--- src/paired_timer_pkg.sv ---
// Shared constants for the paired general purpose timer block
package paired_timer_pkg;

    // Data and prescaler widths, timer and pair counts
    localparam int DW = 16;
    localparam int PW = 8;
    localparam int NT = 4;
    localparam int NP = 2;

    // Timer order: pair a lower, pair a upper, pair b lower, pair b upper
    localparam logic [15:0] OFS_CNT [NT] = '{16'h0106, 16'h010A, 16'h0114, 16'h0118};
    localparam logic [15:0] OFS_PER [NT] = '{16'h010C, 16'h010E, 16'h011A, 16'h011C};
    localparam logic [15:0] OFS_CTL [NT] = '{16'h0110, 16'h0112, 16'h011E, 16'h0120};
    localparam logic [15:0] OFS_HOLD [NP] = '{16'h0108, 16'h0116};
    localparam logic [15:0] OFS_IRQ_FLAG = 16'h0122;
    localparam logic [15:0] OFS_IRQ_ENABLE = 16'h0124;

    // Reset values
    localparam logic [15:0] PER_RST = 16'hFFFF;
    localparam logic [15:0] CTL_RST = 16'h0000;
    localparam logic [15:0] CNT_RST = 16'h0000;
    localparam logic [3:0] FLAG_RST = 4'h0;

    // Control register fields
    localparam int B_RUN = 15;
    localparam int B_IDLE = 13;
    localparam int B_GATE = 6;
    localparam int B_DIV_HI = 5;
    localparam int B_DIV_LO = 4;
    localparam int B_CHAIN = 3;
    localparam int B_SRC = 1;
    localparam logic [15:0] CTL_WMASK_LO = 16'hA07A;
    localparam logic [15:0] CTL_WMASK_UP = 16'hA072;

    // Interrupt flag and enable bit positions
    localparam int IRQ_A_LO = 0;
    localparam int PAIR_A_IRQ_FLAG = 1;
    localparam int IRQ_B_LO = 2;
    localparam int PAIR_B_IRQ_FLAG = 3;

    // Last prescaler count for divide by 1, 8, 64, 256
    localparam logic [PW-1:0] DIV_LAST [4] = '{8'h00, 8'h07, 8'h3F, 8'hFF};

endpackage : paired_timer_pkg

--- src/prescale_divider.sv ---
// Clock prescaler for one timer: passes every 1st, 8th, 64th or 256th tick
`timescale 1ns/100ps
`default_nettype none
module prescale_divider
    import paired_timer_pkg::*;
(
    // Clock and reset
    input wire logic clk,
    input wire logic nrst,
    // Control
    input wire logic clear,
    input wire logic tick_in,
    input wire logic [1:0] div_sel,
    // Divided tick
    output logic tick_out
);

    logic [PW-1:0] cnt_q;
    logic [PW-1:0] cnt_d;

    always_comb
    begin
        cnt_d = cnt_q;
        tick_out = 1'b0;
        // A clear swallows a coincident tick so the count restarts cleanly
        if (clear)
        begin
            cnt_d = '0;
        end
        else if (tick_in)
        begin
            if (cnt_q >= DIV_LAST[div_sel])
            begin
                cnt_d = '0;
                tick_out = 1'b1;
            end
            else
            begin
                cnt_d = cnt_q + PW'(1);
            end
        end
    end

    always_ff @(posedge clk or negedge nrst)
    begin
        if (!nrst)
            cnt_q <= '0;
        else
            cnt_q <= cnt_d;
    end

endmodule : prescale_divider
`default_nettype wire

--- src/paired_gp_timer.sv ---
// Two pairs of 16-bit timers, each pair chainable into one 32-bit timer
//
// Implementation choice: strobed register access.
`timescale 1ns/100ps
`default_nettype none

// Notes on behaviour
// - Pair a upper match pulses adc trigger
// - Prescale input by 1, 8, 64, 256
// - Chained pair uses lower clock and prescaler
// - Count or control write clears prescaler when run bit set
// - Stopped timer keeps its prescaler count
// - Control write leaves count untouched
// - Sleep stops all counting
// - Chained match or gate fall sets upper flag
// - Pair b has no adc trigger
// - Only pair a gives time bases
// - Lower is low half, upper high half
// - Chained pair obeys lower control only
// - Chained count wraps to zero after period
// - Lower count read latches upper into holding
// - Chained lower count write loads upper from holding
// - Gated mode counts while gate high
module paired_gp_timer
    import paired_timer_pkg::*;
(
    // Clock and reset
    input wire logic clk,
    input wire logic nrst,
    // Register port
    input wire logic [15:0] addr,
    input wire logic [DW-1:0] wdata,
    input wire logic wr,
    input wire logic rd,
    output logic [DW-1:0] rdata,
    // Processor power state
    input wire logic sleep_mode,
    input wire logic idle_mode,
    // External clock or gate pins, one per timer
    input wire logic [NT-1:0] ext_clk_pin,
    // Events and time bases
    output logic irq,
    output logic adc_trigger,
    output logic [DW-1:0] pair_a_lower_time_base,
    output logic [DW-1:0] pair_a_upper_time_base
);

    // Pin synchronisers
    logic [NT-1:0] s1_q;
    logic [NT-1:0] s2_q;
    logic [NT-1:0] s3_q;
    logic [NT-1:0] lvl_q;
    logic [NT-1:0] lvl_d;
    logic [NT-1:0] pin_rise;
    logic [NT-1:0] pin_fall;

    // Timer state
    logic [DW-1:0] cnt_q [NT];
    logic [DW-1:0] cnt_d [NT];
    logic [DW-1:0] per_q [NT];
    logic [DW-1:0] per_d [NT];
    logic [DW-1:0] ctl_q [NT];
    logic [DW-1:0] ctl_d [NT];
    logic [DW-1:0] hold_q [NP];
    logic [DW-1:0] hold_d [NP];
    logic [NT-1:0] ev;
    logic trig_d;
    logic adc_trigger_q;

    // Decode and prescaler hookup
    logic [NT-1:0] wr_cnt;
    logic [NT-1:0] wr_per;
    logic [NT-1:0] wr_ctl;
    logic [NT-1:0] run;
    logic [NT-1:0] pre_in;
    logic [NT-1:0] pre_clr;
    logic [NT-1:0] tick;
    logic [NT-1:0] gate_fall;

    // Interrupts and read port
    logic [3:0] flag_q;
    logic [3:0] flag_d;
    logic [3:0] enable_q;
    logic [3:0] enable_d;
    logic irq_q;
    logic irq_d;
    logic [DW-1:0] rdata_q;
    logic [DW-1:0] rdata_d;

    // A pin level counts only once the second and third stage agree
    always_comb
    begin
        lvl_d = (s2_q & s3_q) | (lvl_q & (s2_q | s3_q));
        pin_rise = lvl_d & ~lvl_q;
        pin_fall = ~lvl_d & lvl_q;
    end

    always_ff @(posedge clk or negedge nrst)
    begin
        if (!nrst)
        begin
            s1_q <= '0;
            s2_q <= '0;
            s3_q <= '0;
            lvl_q <= '0;
        end
        else
        begin
            s1_q <= ext_clk_pin;
            s2_q <= s1_q;
            s3_q <= s2_q;
            lvl_q <= lvl_d;
        end
    end

    always_comb
    begin
        for (int i = 0; i < NT; i++)
        begin
            wr_cnt[i] = wr && (addr == OFS_CNT[i]);
            wr_per[i] = wr && (addr == OFS_PER[i]);
            wr_ctl[i] = wr && (addr == OFS_CTL[i]);
            // Clocks are gated off in sleep, and in idle when asked
            run[i] = ctl_q[i][B_RUN] && !sleep_mode && !(idle_mode && ctl_q[i][B_IDLE]);
            if (ctl_q[i][B_SRC])
                pre_in[i] = run[i] && pin_rise[i];
            else if (ctl_q[i][B_GATE])
                pre_in[i] = run[i] && lvl_q[i];
            else
                pre_in[i] = run[i];
            gate_fall[i] = run[i] && ctl_q[i][B_GATE] && !ctl_q[i][B_SRC] && pin_fall[i];
            // A prescaler whose run bit is clear cannot be cleared; one halted by sleep or idle still can
            pre_clr[i] = ctl_q[i][B_RUN] && (wr_cnt[i] || wr_ctl[i]);
        end
        for (int p = 0; p < NP; p++)
        begin
            if (ctl_q[2*p][B_CHAIN])
            begin
                // Upper prescaler sits idle while chained
                pre_in[2*p+1] = 1'b0;
                gate_fall[2*p+1] = 1'b0;
                pre_clr[2*p] = ctl_q[2*p][B_RUN] && (wr_cnt[2*p] || wr_cnt[2*p+1]
                    || wr_ctl[2*p] || wr_ctl[2*p+1]);
            end
        end
    end

    genvar g;
    generate
        for (g = 0; g < NT; g++)
        begin : g_pre
            prescale_divider u_pre (
                .clk(clk),
                .nrst(nrst),
                .clear(pre_clr[g]),
                .tick_in(pre_in[g]),
                .div_sel(ctl_q[g][B_DIV_HI:B_DIV_LO]),
                .tick_out(tick[g])
            );
        end
    endgenerate

    always_comb
    begin
        logic [31:0] c32;
        int lo;
        int up;
        c32 = '0;
        lo = 0;
        up = 0;
        cnt_d = cnt_q;
        per_d = per_q;
        ctl_d = ctl_q;
        hold_d = hold_q;
        ev = '0;
        trig_d = 1'b0;
        for (int p = 0; p < NP; p++)
        begin
            lo = 2 * p;
            up = lo + 1;
            if (ctl_q[lo][B_CHAIN])
            begin
                if (tick[lo])
                begin
                    // Lower half is least significant
                    if ({cnt_q[up], cnt_q[lo]} == {per_q[up], per_q[lo]})
                    begin
                        c32 = '0;
                        ev[up] = 1'b1;
                        trig_d = trig_d || (p == 0);
                    end
                    else
                    begin
                        c32 = {cnt_q[up], cnt_q[lo]} + 32'h0000_0001;
                    end
                    cnt_d[lo] = c32[15:0];
                    cnt_d[up] = c32[31:16];
                end
                if (gate_fall[lo])
                    ev[up] = 1'b1;
            end
            else
            begin
                for (int t = lo; t <= up; t++)
                begin
                    if (tick[t])
                    begin
                        if (cnt_q[t] == per_q[t])
                        begin
                            cnt_d[t] = CNT_RST;
                            ev[t] = 1'b1;
                            trig_d = trig_d || (t == 1);
                        end
                        else
                        begin
                            cnt_d[t] = cnt_q[t] + DW'(1);
                        end
                    end
                    if (gate_fall[t])
                        ev[t] = 1'b1;
                end
            end
            // Software access overrides counting in the same cycle
            if (rd && addr == OFS_CNT[lo])
                hold_d[p] = cnt_q[up];
            if (wr && addr == OFS_HOLD[p])
                hold_d[p] = wdata;
            if (wr_cnt[up])
                cnt_d[up] = wdata;
            if (wr_cnt[lo])
            begin
                cnt_d[lo] = wdata;
                if (ctl_q[lo][B_CHAIN])
                    cnt_d[up] = hold_q[p];
            end
            if (wr_per[lo])
                per_d[lo] = wdata;
            if (wr_per[up])
                per_d[up] = wdata;
            // Control writes touch only control bits, never the count
            if (wr_ctl[lo])
                ctl_d[lo] = wdata & CTL_WMASK_LO;
            if (wr_ctl[up])
                ctl_d[up] = wdata & CTL_WMASK_UP;
        end
    end

    always_ff @(posedge clk or negedge nrst)
    begin
        if (!nrst)
        begin
            for (int i = 0; i < NT; i++)
            begin
                cnt_q[i] <= CNT_RST;
                per_q[i] <= PER_RST;
                ctl_q[i] <= CTL_RST;
            end
            for (int p = 0; p < NP; p++)
                hold_q[p] <= CNT_RST;
            adc_trigger_q <= 1'b0;
        end
        else
        begin
            cnt_q <= cnt_d;
            per_q <= per_d;
            ctl_q <= ctl_d;
            hold_q <= hold_d;
            adc_trigger_q <= trig_d;
        end
    end

    // Set wins over a write-one clear in the same cycle
    always_comb
    begin
        flag_d = flag_q;
        if (wr && addr == OFS_IRQ_FLAG)
            flag_d = flag_q & ~wdata[3:0];
        flag_d = flag_d | ev;
        enable_d = enable_q;
        if (wr && addr == OFS_IRQ_ENABLE)
            enable_d = wdata[3:0];
        irq_d = |(flag_d & enable_d);
    end

    always_ff @(posedge clk or negedge nrst)
    begin
        if (!nrst)
        begin
            flag_q <= FLAG_RST;
            enable_q <= FLAG_RST;
            irq_q <= 1'b0;
        end
        else
        begin
            flag_q <= flag_d;
            enable_q <= enable_d;
            irq_q <= irq_d;
        end
    end

    // Unmapped reads return zero
    always_comb
    begin
        rdata_d = '0;
        if (rd)
        begin
            for (int i = 0; i < NT; i++)
            begin
                if (addr == OFS_CNT[i])
                    rdata_d = cnt_q[i];
                if (addr == OFS_PER[i])
                    rdata_d = per_q[i];
                if (addr == OFS_CTL[i])
                    rdata_d = ctl_q[i];
            end
            for (int p = 0; p < NP; p++)
            begin
                if (addr == OFS_HOLD[p])
                    rdata_d = hold_q[p];
            end
            if (addr == OFS_IRQ_FLAG)
                rdata_d = {12'h000, flag_q};
            if (addr == OFS_IRQ_ENABLE)
                rdata_d = {12'h000, enable_q};
        end
    end

    always_ff @(posedge clk or negedge nrst)
    begin
        if (!nrst)
            rdata_q <= '0;
        else
            rdata_q <= rdata_d;
    end

    assign rdata = rdata_q;
    assign irq = irq_q;
    assign adc_trigger = adc_trigger_q;
    // Pair b counts stay internal
    assign pair_a_lower_time_base = cnt_q[0];
    assign pair_a_upper_time_base = cnt_q[1];
endmodule : paired_gp_timer
`default_nettype wire

--- config.mk ---
export PLATFORM = sky130hd
export DESIGN_NAME = paired_gp_timer
export DESIGN_NICKNAME = d
export VERILOG_FILES = /design/src/paired_timer_pkg.sv /design/src/prescale_divider.sv /design/src/paired_gp_timer.sv
export SDC_FILE = /design/constraint.sdc
export NUM_CORES = 1
export LEC_CHECK = 0
export BUFFER_PORTS_ARGS = -buffer_cell sky130_fd_sc_hd__buf_2
export CELL_PAD_IN_SITES_DETAIL_PLACEMENT = 0
export CELL_PAD_IN_SITES_GLOBAL_PLACEMENT = 2
export CORE_MARGIN = 2
export CORE_UTILIZATION = 42
export CTS_BUF_LIST = sky130_fd_sc_hd__clkbuf_4 sky130_fd_sc_hd__clkbuf_8 sky130_fd_sc_hd__clkbuf_16
export DETAILED_ROUTE_END_ITERATION = 8
export GPL_ROUTABILITY_DRIVEN = 0
export GPL_TIMING_DRIVEN = 0
export PLACE_DENSITY = 0.85
export RECOVER_POWER = 100
export REMOVE_ABC_BUFFERS = 1
export SYNTH_ARGS = -nofsm -noshare
export SYNTH_HDL_FRONTEND = slang
export SYNTH_SLANG_ARGS = --single-unit
--- constraint.sdc ---
create_clock -name clk -period 8.8 [get_ports clk]
set_clock_uncertainty 0.1 [all_clocks]
set_input_delay 0.88 -clock clk [delete_from_list [all_inputs] [get_ports clk]]
set_output_delay 0.88 -clock clk [all_outputs]
set_load 0.02 [all_outputs]
==> results.json, run 1 <==
{
  "utilization_pct": 46.42,
  "maxSlewHeadroom_pct": -126.7,
  "final_cell_mix": "dfrtp_1, nand2_1, nor2_1, o21ai_0, a21oi_1",
  "rows": 73,
  "reg2regPathDepth": 7,
  "synth-compound-area-share_pct": 21.54,
  "final_common_cell": "dfrtp_1",
  "ff2ff_setup_slack_ps": 3520,
  "htree_levels": 2,
  "cts_max_path_buffers": 3,
  "finalHoldViolCount": 0,
  "fp.dieArea_um2": 42140,
  "clock-sinks": 260,
  "synthDistinctLibCells": 96,
  "drtIter0Drc": 1842,
  "leakage_nw": 8.058,
  "synth_adder_area_share_pct": 3.000,
  "dp_slack_ps": 4012,
  "endpoint_kind": "flip-flop",
  "grt_pass1_wl_um": 96670,
  "dr.pass1.iters": 7,
  "synth_enable_flop_cells": 0,
  "vias_per_cell": 6.540,
  "grt_max_degree": 106,
  "vias": 15740,
  "status": "finished with violations",
  "power_density_nw_per_um2": 155.0,
  "cts_buffers": 34,
  "yosysWarnings": 0,
  "path_clk_slew_ps": 60,
  "rsz0062_at_grt": "false",
  "root_buffer": "clkbuf_16",
  "setup.worst_path.start_class": "input port",
  "cts_setup_buffers": 0,
  "seq_area_um2": 6586,
  "synthArstFlopShare_pct": 100.0,
  "finalCritPeriodShare_pct": 69.48,
  "io_buffers": 91,
  "grt_use_total_pct": 30.81,
  "yosysSeqAreaShare_pct": 38.71,
  "die_w_um": 205.3,
  "drv_slew": 223,
  "clk_latency_ps": 550,
  "min_period_ps": 6115,
  "syn_inst": 1879,
  "ant_nets": 0,
  "yosys-top-cells-area": "dfrtp_1, dfstp_2, mux2_2",
  "multi_input_area_um2": 9452,
  "die_h_um": 205.3,
  "num-nets-final": 1937,
  "synth_area_leader_cell": "dfrtp_1",
  "route.detailed.drc": 0,
  "finalSetupTns_ps": 0,
  "setup_viol": 0,
  "hp-class": "flip-flop to flip-flop",
  "reg2reg_from": "ctl_q[29]$_DFFE_PN0P_",
  "synth_ff_type": "dfrtp_1",
  "cp.arrival_ps": 6440,
  "area_delta_synth_final_pct": 8.647,
  "ios": 92,
  "critPathMaxFanout": 22,
  "r2r-end": "cnt_q[23]$_DFFE_PN0P_",
  "cts_resized": 0,
  "min_from": "s1_q[1]$_DFF_PN0_",
  "violations": "max-capacitance violations, max-slew violations",
  "crit_start": "addr[3]",
  "synthXorXnorAreaFrac_pct": 3.912,
  "ys_seq_elements": 260,
  "dp_hpwl_um": 45860,
  "yosys.area_share.simple_pct": 20.96,
  "cts_hold_buf": 0,
  "core_area_um2": 39820,
  "routedWlPerCell_um": 27.02,
  "syn_area_um2": 17020,
  "crit_type": "input port to flip-flop",
  "holdPathStages": 0,
  "initial_utilization_pct": 42.73,
  "post-synth-top-area-fraction_pct": 28.82,
  "ir_drop_mv": 0.1270,
  "maxCapViolCount": 6,
  "grt_pass1_vias": 14900,
  "holdPathEnd": "s2_q[1]$_DFF_PN0_",
  "cp.required_ps": 9120,
  "gr-total-overflow": 0,
  "cts_tree": "built",
  "totalWireLength_um": 65030,
  "max_freq_ghz": 0.1635,
  "synthMuxAreaShare_pct": 6.515,
  "worst_slack_ps": 2685,
  "antenna_found_initial": 2,
  "fillers": 3962,
  "drive_gt1_share_pct": 16.69,
  "synth_top_family_by_area": "compound AO/OA/AOI/OAI gates",
  "syn_avg_cell_area_um2": 9.056,
  "tightest_slew_ps": 3400
}
power by group:
part	internal [mW]	switching [mW]
registers	1.22	0.0268
clock network	0.893	0.578
logic	0.0396	0.112
cell usage after synthesis (all sizes together), types with 17 or more instances:
cell	number
o21ai	119
dfrtp	196
o211ai	19
o31ai	17
nor2	137
nor4	43
a211oi	17
nand4	35
clkbuf	95
nand3	71
a31oi	22
nor3	46
and3	45
buf	63
xor2	69
mux2	94
inv	40
dfstp	64
a21o	20
a21oi	104
o22ai	24
ha	40
a221o	20
a22oi	42
nand2	194
flip-flops by register name (all words and copies together), names as in the netlist, 16 cells and up:
register,flops
ctl_q,26
per_q,64
hold_q,32
pair_a_lower_time_base,16
rdata,16
g_pre.u_pre.cnt_q,32
pair_a_upper_time_base,16
cnt_q,32
layout make-up:
cell class | count | area share, %
multi-input combinational | 1421 | 51.12
sequential | 260 | 35.63
clock buffer | 48 | 5.434
tap | 525 | 3.553
timing repair buffer | 98 | 2.463
clock inverter | 14 | 0.9746
inverter | 40 | 0.8121
antenna | 1 | 0.01354
logic make-up after synthesis:
family | count (synthesis)
AND/OR/NAND/NOR | 679
AO/OA/AOI/OAI | 526
flip-flops | 260
buffers and inverters | 198
multiplexers | 99
XOR/XNOR | 76
adder cells (fa/ha/maj) | 41
critical path, stage by stage:
cell and delay (ps):
buf_2 410, nand2b_1 740, nor4_4 270, a2111oi_0 2180
nand2_1 910, nand2b_1 550, o21ai_0 160, a221o_1 320
per-layer routing:
metal	global-route usage (%)	part of all wire, %
met5	0	0
met2	46.28	44
met1	43.84	43
met3	6.383	9.6
met4	10.95	3.5
through the flow:
| stage | total power, mW | hold slack [ps] | cell area (um^2) | cells |
|---|---|---|---|---|
| after floorplan | 1.313 | 231.2 | 16250 | 1721 |
| after global placement | 1.407 | 241.9 | 17370 | 2337 |
| after detailed placement | 1.415 | 242.0 | 17500 | 2343 |
| after CTS | 2.887 | 178.1 | 18690 | 2405 |
| after global routing | 2.955 | 271.6 | 18490 | 2407 |
| final | 2.865 | 252.1 | 18490 | 2407 |
how the worst max path moves through the flow:
stage,end
detailed placement,pair_a_upper_time_base[14]$_DFF_PN0_
floorplan,hold_q[16]$_DFFE_PN0P_
finish,cnt_q[23]$_DFFE_PN0P_
global route,cnt_q[0]$_DFF_PN0_
CTS,pair_a_upper_time_base[1]$_DFF_PN0_
global placement,cnt_q[24]$_DFFE_PN0P_
Power figures use the tool's default switching activity.
==> run 2, diff against run 1 <==
--- a/config.mk
+++ b/config.mk
@@ -5,16 +5,17 @@
 export SDC_FILE = /design/constraint.sdc
 export NUM_CORES = 1
 export LEC_CHECK = 0
+export ABC_AREA = 1
 export BUFFER_PORTS_ARGS = -buffer_cell sky130_fd_sc_hd__buf_2
 export CELL_PAD_IN_SITES_DETAIL_PLACEMENT = 0
 export CELL_PAD_IN_SITES_GLOBAL_PLACEMENT = 2
 export CORE_MARGIN = 2
-export CORE_UTILIZATION = 42
+export CORE_UTILIZATION = 36
 export CTS_BUF_LIST = sky130_fd_sc_hd__clkbuf_4 sky130_fd_sc_hd__clkbuf_8 sky130_fd_sc_hd__clkbuf_16
 export DETAILED_ROUTE_END_ITERATION = 8
 export GPL_ROUTABILITY_DRIVEN = 0
 export GPL_TIMING_DRIVEN = 0
-export PLACE_DENSITY = 0.85
+export PLACE_DENSITY = 0.8
 export RECOVER_POWER = 100
 export REMOVE_ABC_BUFFERS = 1
 export SYNTH_ARGS = -nofsm -noshare
==> constraint.sdc (replaced) <==
create_clock -name clk -period 6 [get_ports clk]
set_clock_uncertainty 0.1 [all_clocks]
set_input_delay 0.6 -clock clk [delete_from_list [all_inputs] [get_ports clk]]
set_output_delay 0.6 -clock clk [all_outputs]
set_load 0.02 [all_outputs]
==> run 2 against run 1 <==
Compared with the run above:
- the flow still finishes with violations (max-capacitance violations, max-slew violations)
- first-iteration DRC count decreased by 18%
- routed wire length grew 12%
- register-to-register slack worse by 2000 ps
==> results.json, run 2 <==
{
  "status": "finished with violations",
  "violations": "max-capacitance violations, max-slew violations",
  "syn_avg_cell_area_um2": 7.153,
  "drv_slew": 211,
  "drive_gt1_share_pct": 8.926,
  "area_delta_synth_final_pct": 10.17,
  "setup.worst_path.start_class": "input port",
  "final_cell_mix": "nand2_1, inv_1, o21ai_0, nor2_1, dfrtp_1",
  "setup_viol": 0,
  "ant_nets": 0,
  "antenna_found_initial": 2,
  "route.detailed.drc": 0,
  "finalHoldViolCount": 0,
  "synth_ff_type": "dfrtp_1",
  "grt_pass1_wl_um": 109200,
  "largest_reg_flops": 64,
  "min_period_ps": 4954,
  "yosysWarnings": 0,
  "crit_type": "input port to flip-flop",
  "dp_slack_ps": 1150,
  "synth_enable_flop_cells": 0,
  "grt_pass1_vias": 16850,
  "drtIter0Drc": 1503,
  "synth_area_leader_cell": "dfrtp_1",
  "reg2reg_from": "ctl_q[20]$_DFFE_PN0P_",
  "r2r-end": "cnt_q[31]$_DFFE_PN0P_",
  "hp-class": "input port to flip-flop",
  "dp_hpwl_um": 54210,
  "min_from": "ext_clk_pin[3]",
  "gr-total-overflow": 0,
  "critPathMaxFanout": 22,
  "vias": 17750,
  "vias_per_cell": 5.554,
  "yosys-top-cells-area": "dfrtp_1, nand2_1, dfstp_2",
  "synthDistinctLibCells": 58,
  "synth_common_cells": "nand2_1, inv_1, o21ai_0",
  "max_freq_ghz": 0.2019,
  "cts_max_path_buffers": 3,
  "grt_use_total_pct": 28.59,
  "totalWireLength_um": 72730,
  "ys_seq_elements": 260,
  "worst_slack_ps": 1046,
  "holdPathStages": 1,
  "dr.pass1.iters": 5,
  "crit_top_cell": "nor2_1",
  "ios": 92,
  "io_buffers": 91,
  "reg2regPathDepth": 16,
  "synthArstFlopShare_pct": 100.0,
  "core_area_um2": 48950,
  "cts_tree": "built",
  "ir_drop_mv": 0.1455,
  "cts_resized": 0,
  "clock-sinks": 260,
  "rows": 81,
  "maxSlewHeadroom_pct": -76.28,
  "ff2ff_setup_slack_ps": 1560,
  "routedWlPerCell_um": 22.76,
  "finalCritPeriodShare_pct": 82.56,
  "final_common_cell": "nand2_1",
  "clk_latency_ps": 570,
  "rsz0062_at_grt": "false",
  "antenna_cells": 0,
  "p_total_mw": 4.224,
  "cp_cell_sequence": "buf_2 > nor2_1 > nand2_1 > nor2_1 > nand3_1 > o31ai_1 > o21ai_2 > nand3_4 > inv_1 > nor2_1 > o21ai_0 > a22o_1",
  "leakage_nw": 8.589,
  "yosysSeqAreaShare_pct": 36.87,
  "yosysMostFrequentCell": "nand2_1",
  "htree_levels": 2,
  "fp.dieArea_um2": 51420,
  "syn_area_um2": 17860,
  "tightest_slew_ps": 2644,
  "cp_slowest_stage_delay_ps": 1040,
  "grt_max_degree": 100,
  "largest_register": "per_q",
  "syn_inst": 2497,
  "num-nets-final": 2588,
  "maxCapViolCount": 3,
  "die_w_um": 226.8,
  "post-synth-top-area-fraction_pct": 27.46,
  "endpoint_kind": "flip-flop",
  "cts_buffers": 35,
  "cpMaxStageDelayCell": "nand3_1",
  "utilization_pct": 40.20,
  "die_h_um": 226.8,
  "power_density_nw_per_um2": 214.6,
  "cp.arrival_ps": 5300,
  "holdPathEnd": "s1_q[3]$_DFF_PN0_",
  "cp.required_ps": 6350,
  "path_clk_slew_ps": 60,
  "initial_utilization_pct": 36.49,
  "root_buffer": "clkbuf_16"
}
==> run 2: worst max-delay path by stage <==
stage,to,depth (start not counted),start
finish,pair_a_lower_time_base[15]$_DFFE_PN0P_,12,addr[15]
global route,rdata[2]$_DFF_PN0_,13,addr[7]
CTS,hold_q[10]$_DFFE_PN0P_,13,addr[15]
detailed placement,hold_q[10]$_DFFE_PN0P_,13,addr[15]
global placement,rdata[11]$_DFF_PN0_,1,nrst
floorplan,pair_a_upper_time_base[9]$_DFF_PN0_,19,ctl_q[36]$_DFFE_PN0P_
==> run 2: power breakdown <==
group	total [mW]	switching [mW]	internal, mW
sequential	1.77	0.00690	1.76
combinational	0.146	0.123	0.0225
clock	2.31	0.874	1.43
total	4.22	1.00	3.22
==> run 2: cell families after synthesis <==
group / count (synthesis) / share of synthesized area [%]
adder cells (fa/ha/maj): 42 / 2.914
buffers and inverters: 455 / 10.56
XOR/XNOR: 99 / 4.854
AND/OR/NAND/NOR: 1050 / 25.78
flip-flops: 260 / 36.87
AO/OA/AOI/OAI: 591 / 19.02
==> run 2: worst max-delay path: cells and delay by family <==
family	cells	cell delay (ps)
buf+inv	2	370
compound gates	4	920
simple gates	6	3370
==> run 2: routing by layer <==
layer  share of wire (%)  track usage [%]
met5                   0                0
met4                 3.6            10.23
met3                 7.4            5.054
met2                  44            44.48
met1                  45            39.70
==> run 2: layout make-up <==
cell class                 count  area, um^2
tap                          664       830.8
timing repair buffer          96       447.9
multi-input combinational   1782        9309
clock buffer                  46       989.7
sequential                   260        6586
inverter                     331        1242
clock inverter                17       272.8
fill                        5270       29270
==> run 2: what timing repair did <==
| action | in CTS | in global routing |
|---|---|---|
| buffers inserted | 0 | 0 |
| hold buffers | 1 | 0 |
| endpoints found under the hold margin | 47 | 0 |
==> run 2: through the flow <==
stage                     hold WS [ps]  TNS (ps)  cell area [um^2]  instances
after global routing             22.90         0             19680       3196
after floorplan                  204.4         0             17220       2373
after global placement           232.3   -160380             18500       3128
after detailed placement         240.4         0             18600       3132
after CTS                        12.91         0             19880       3196
final                            41.44         0             19680       3196
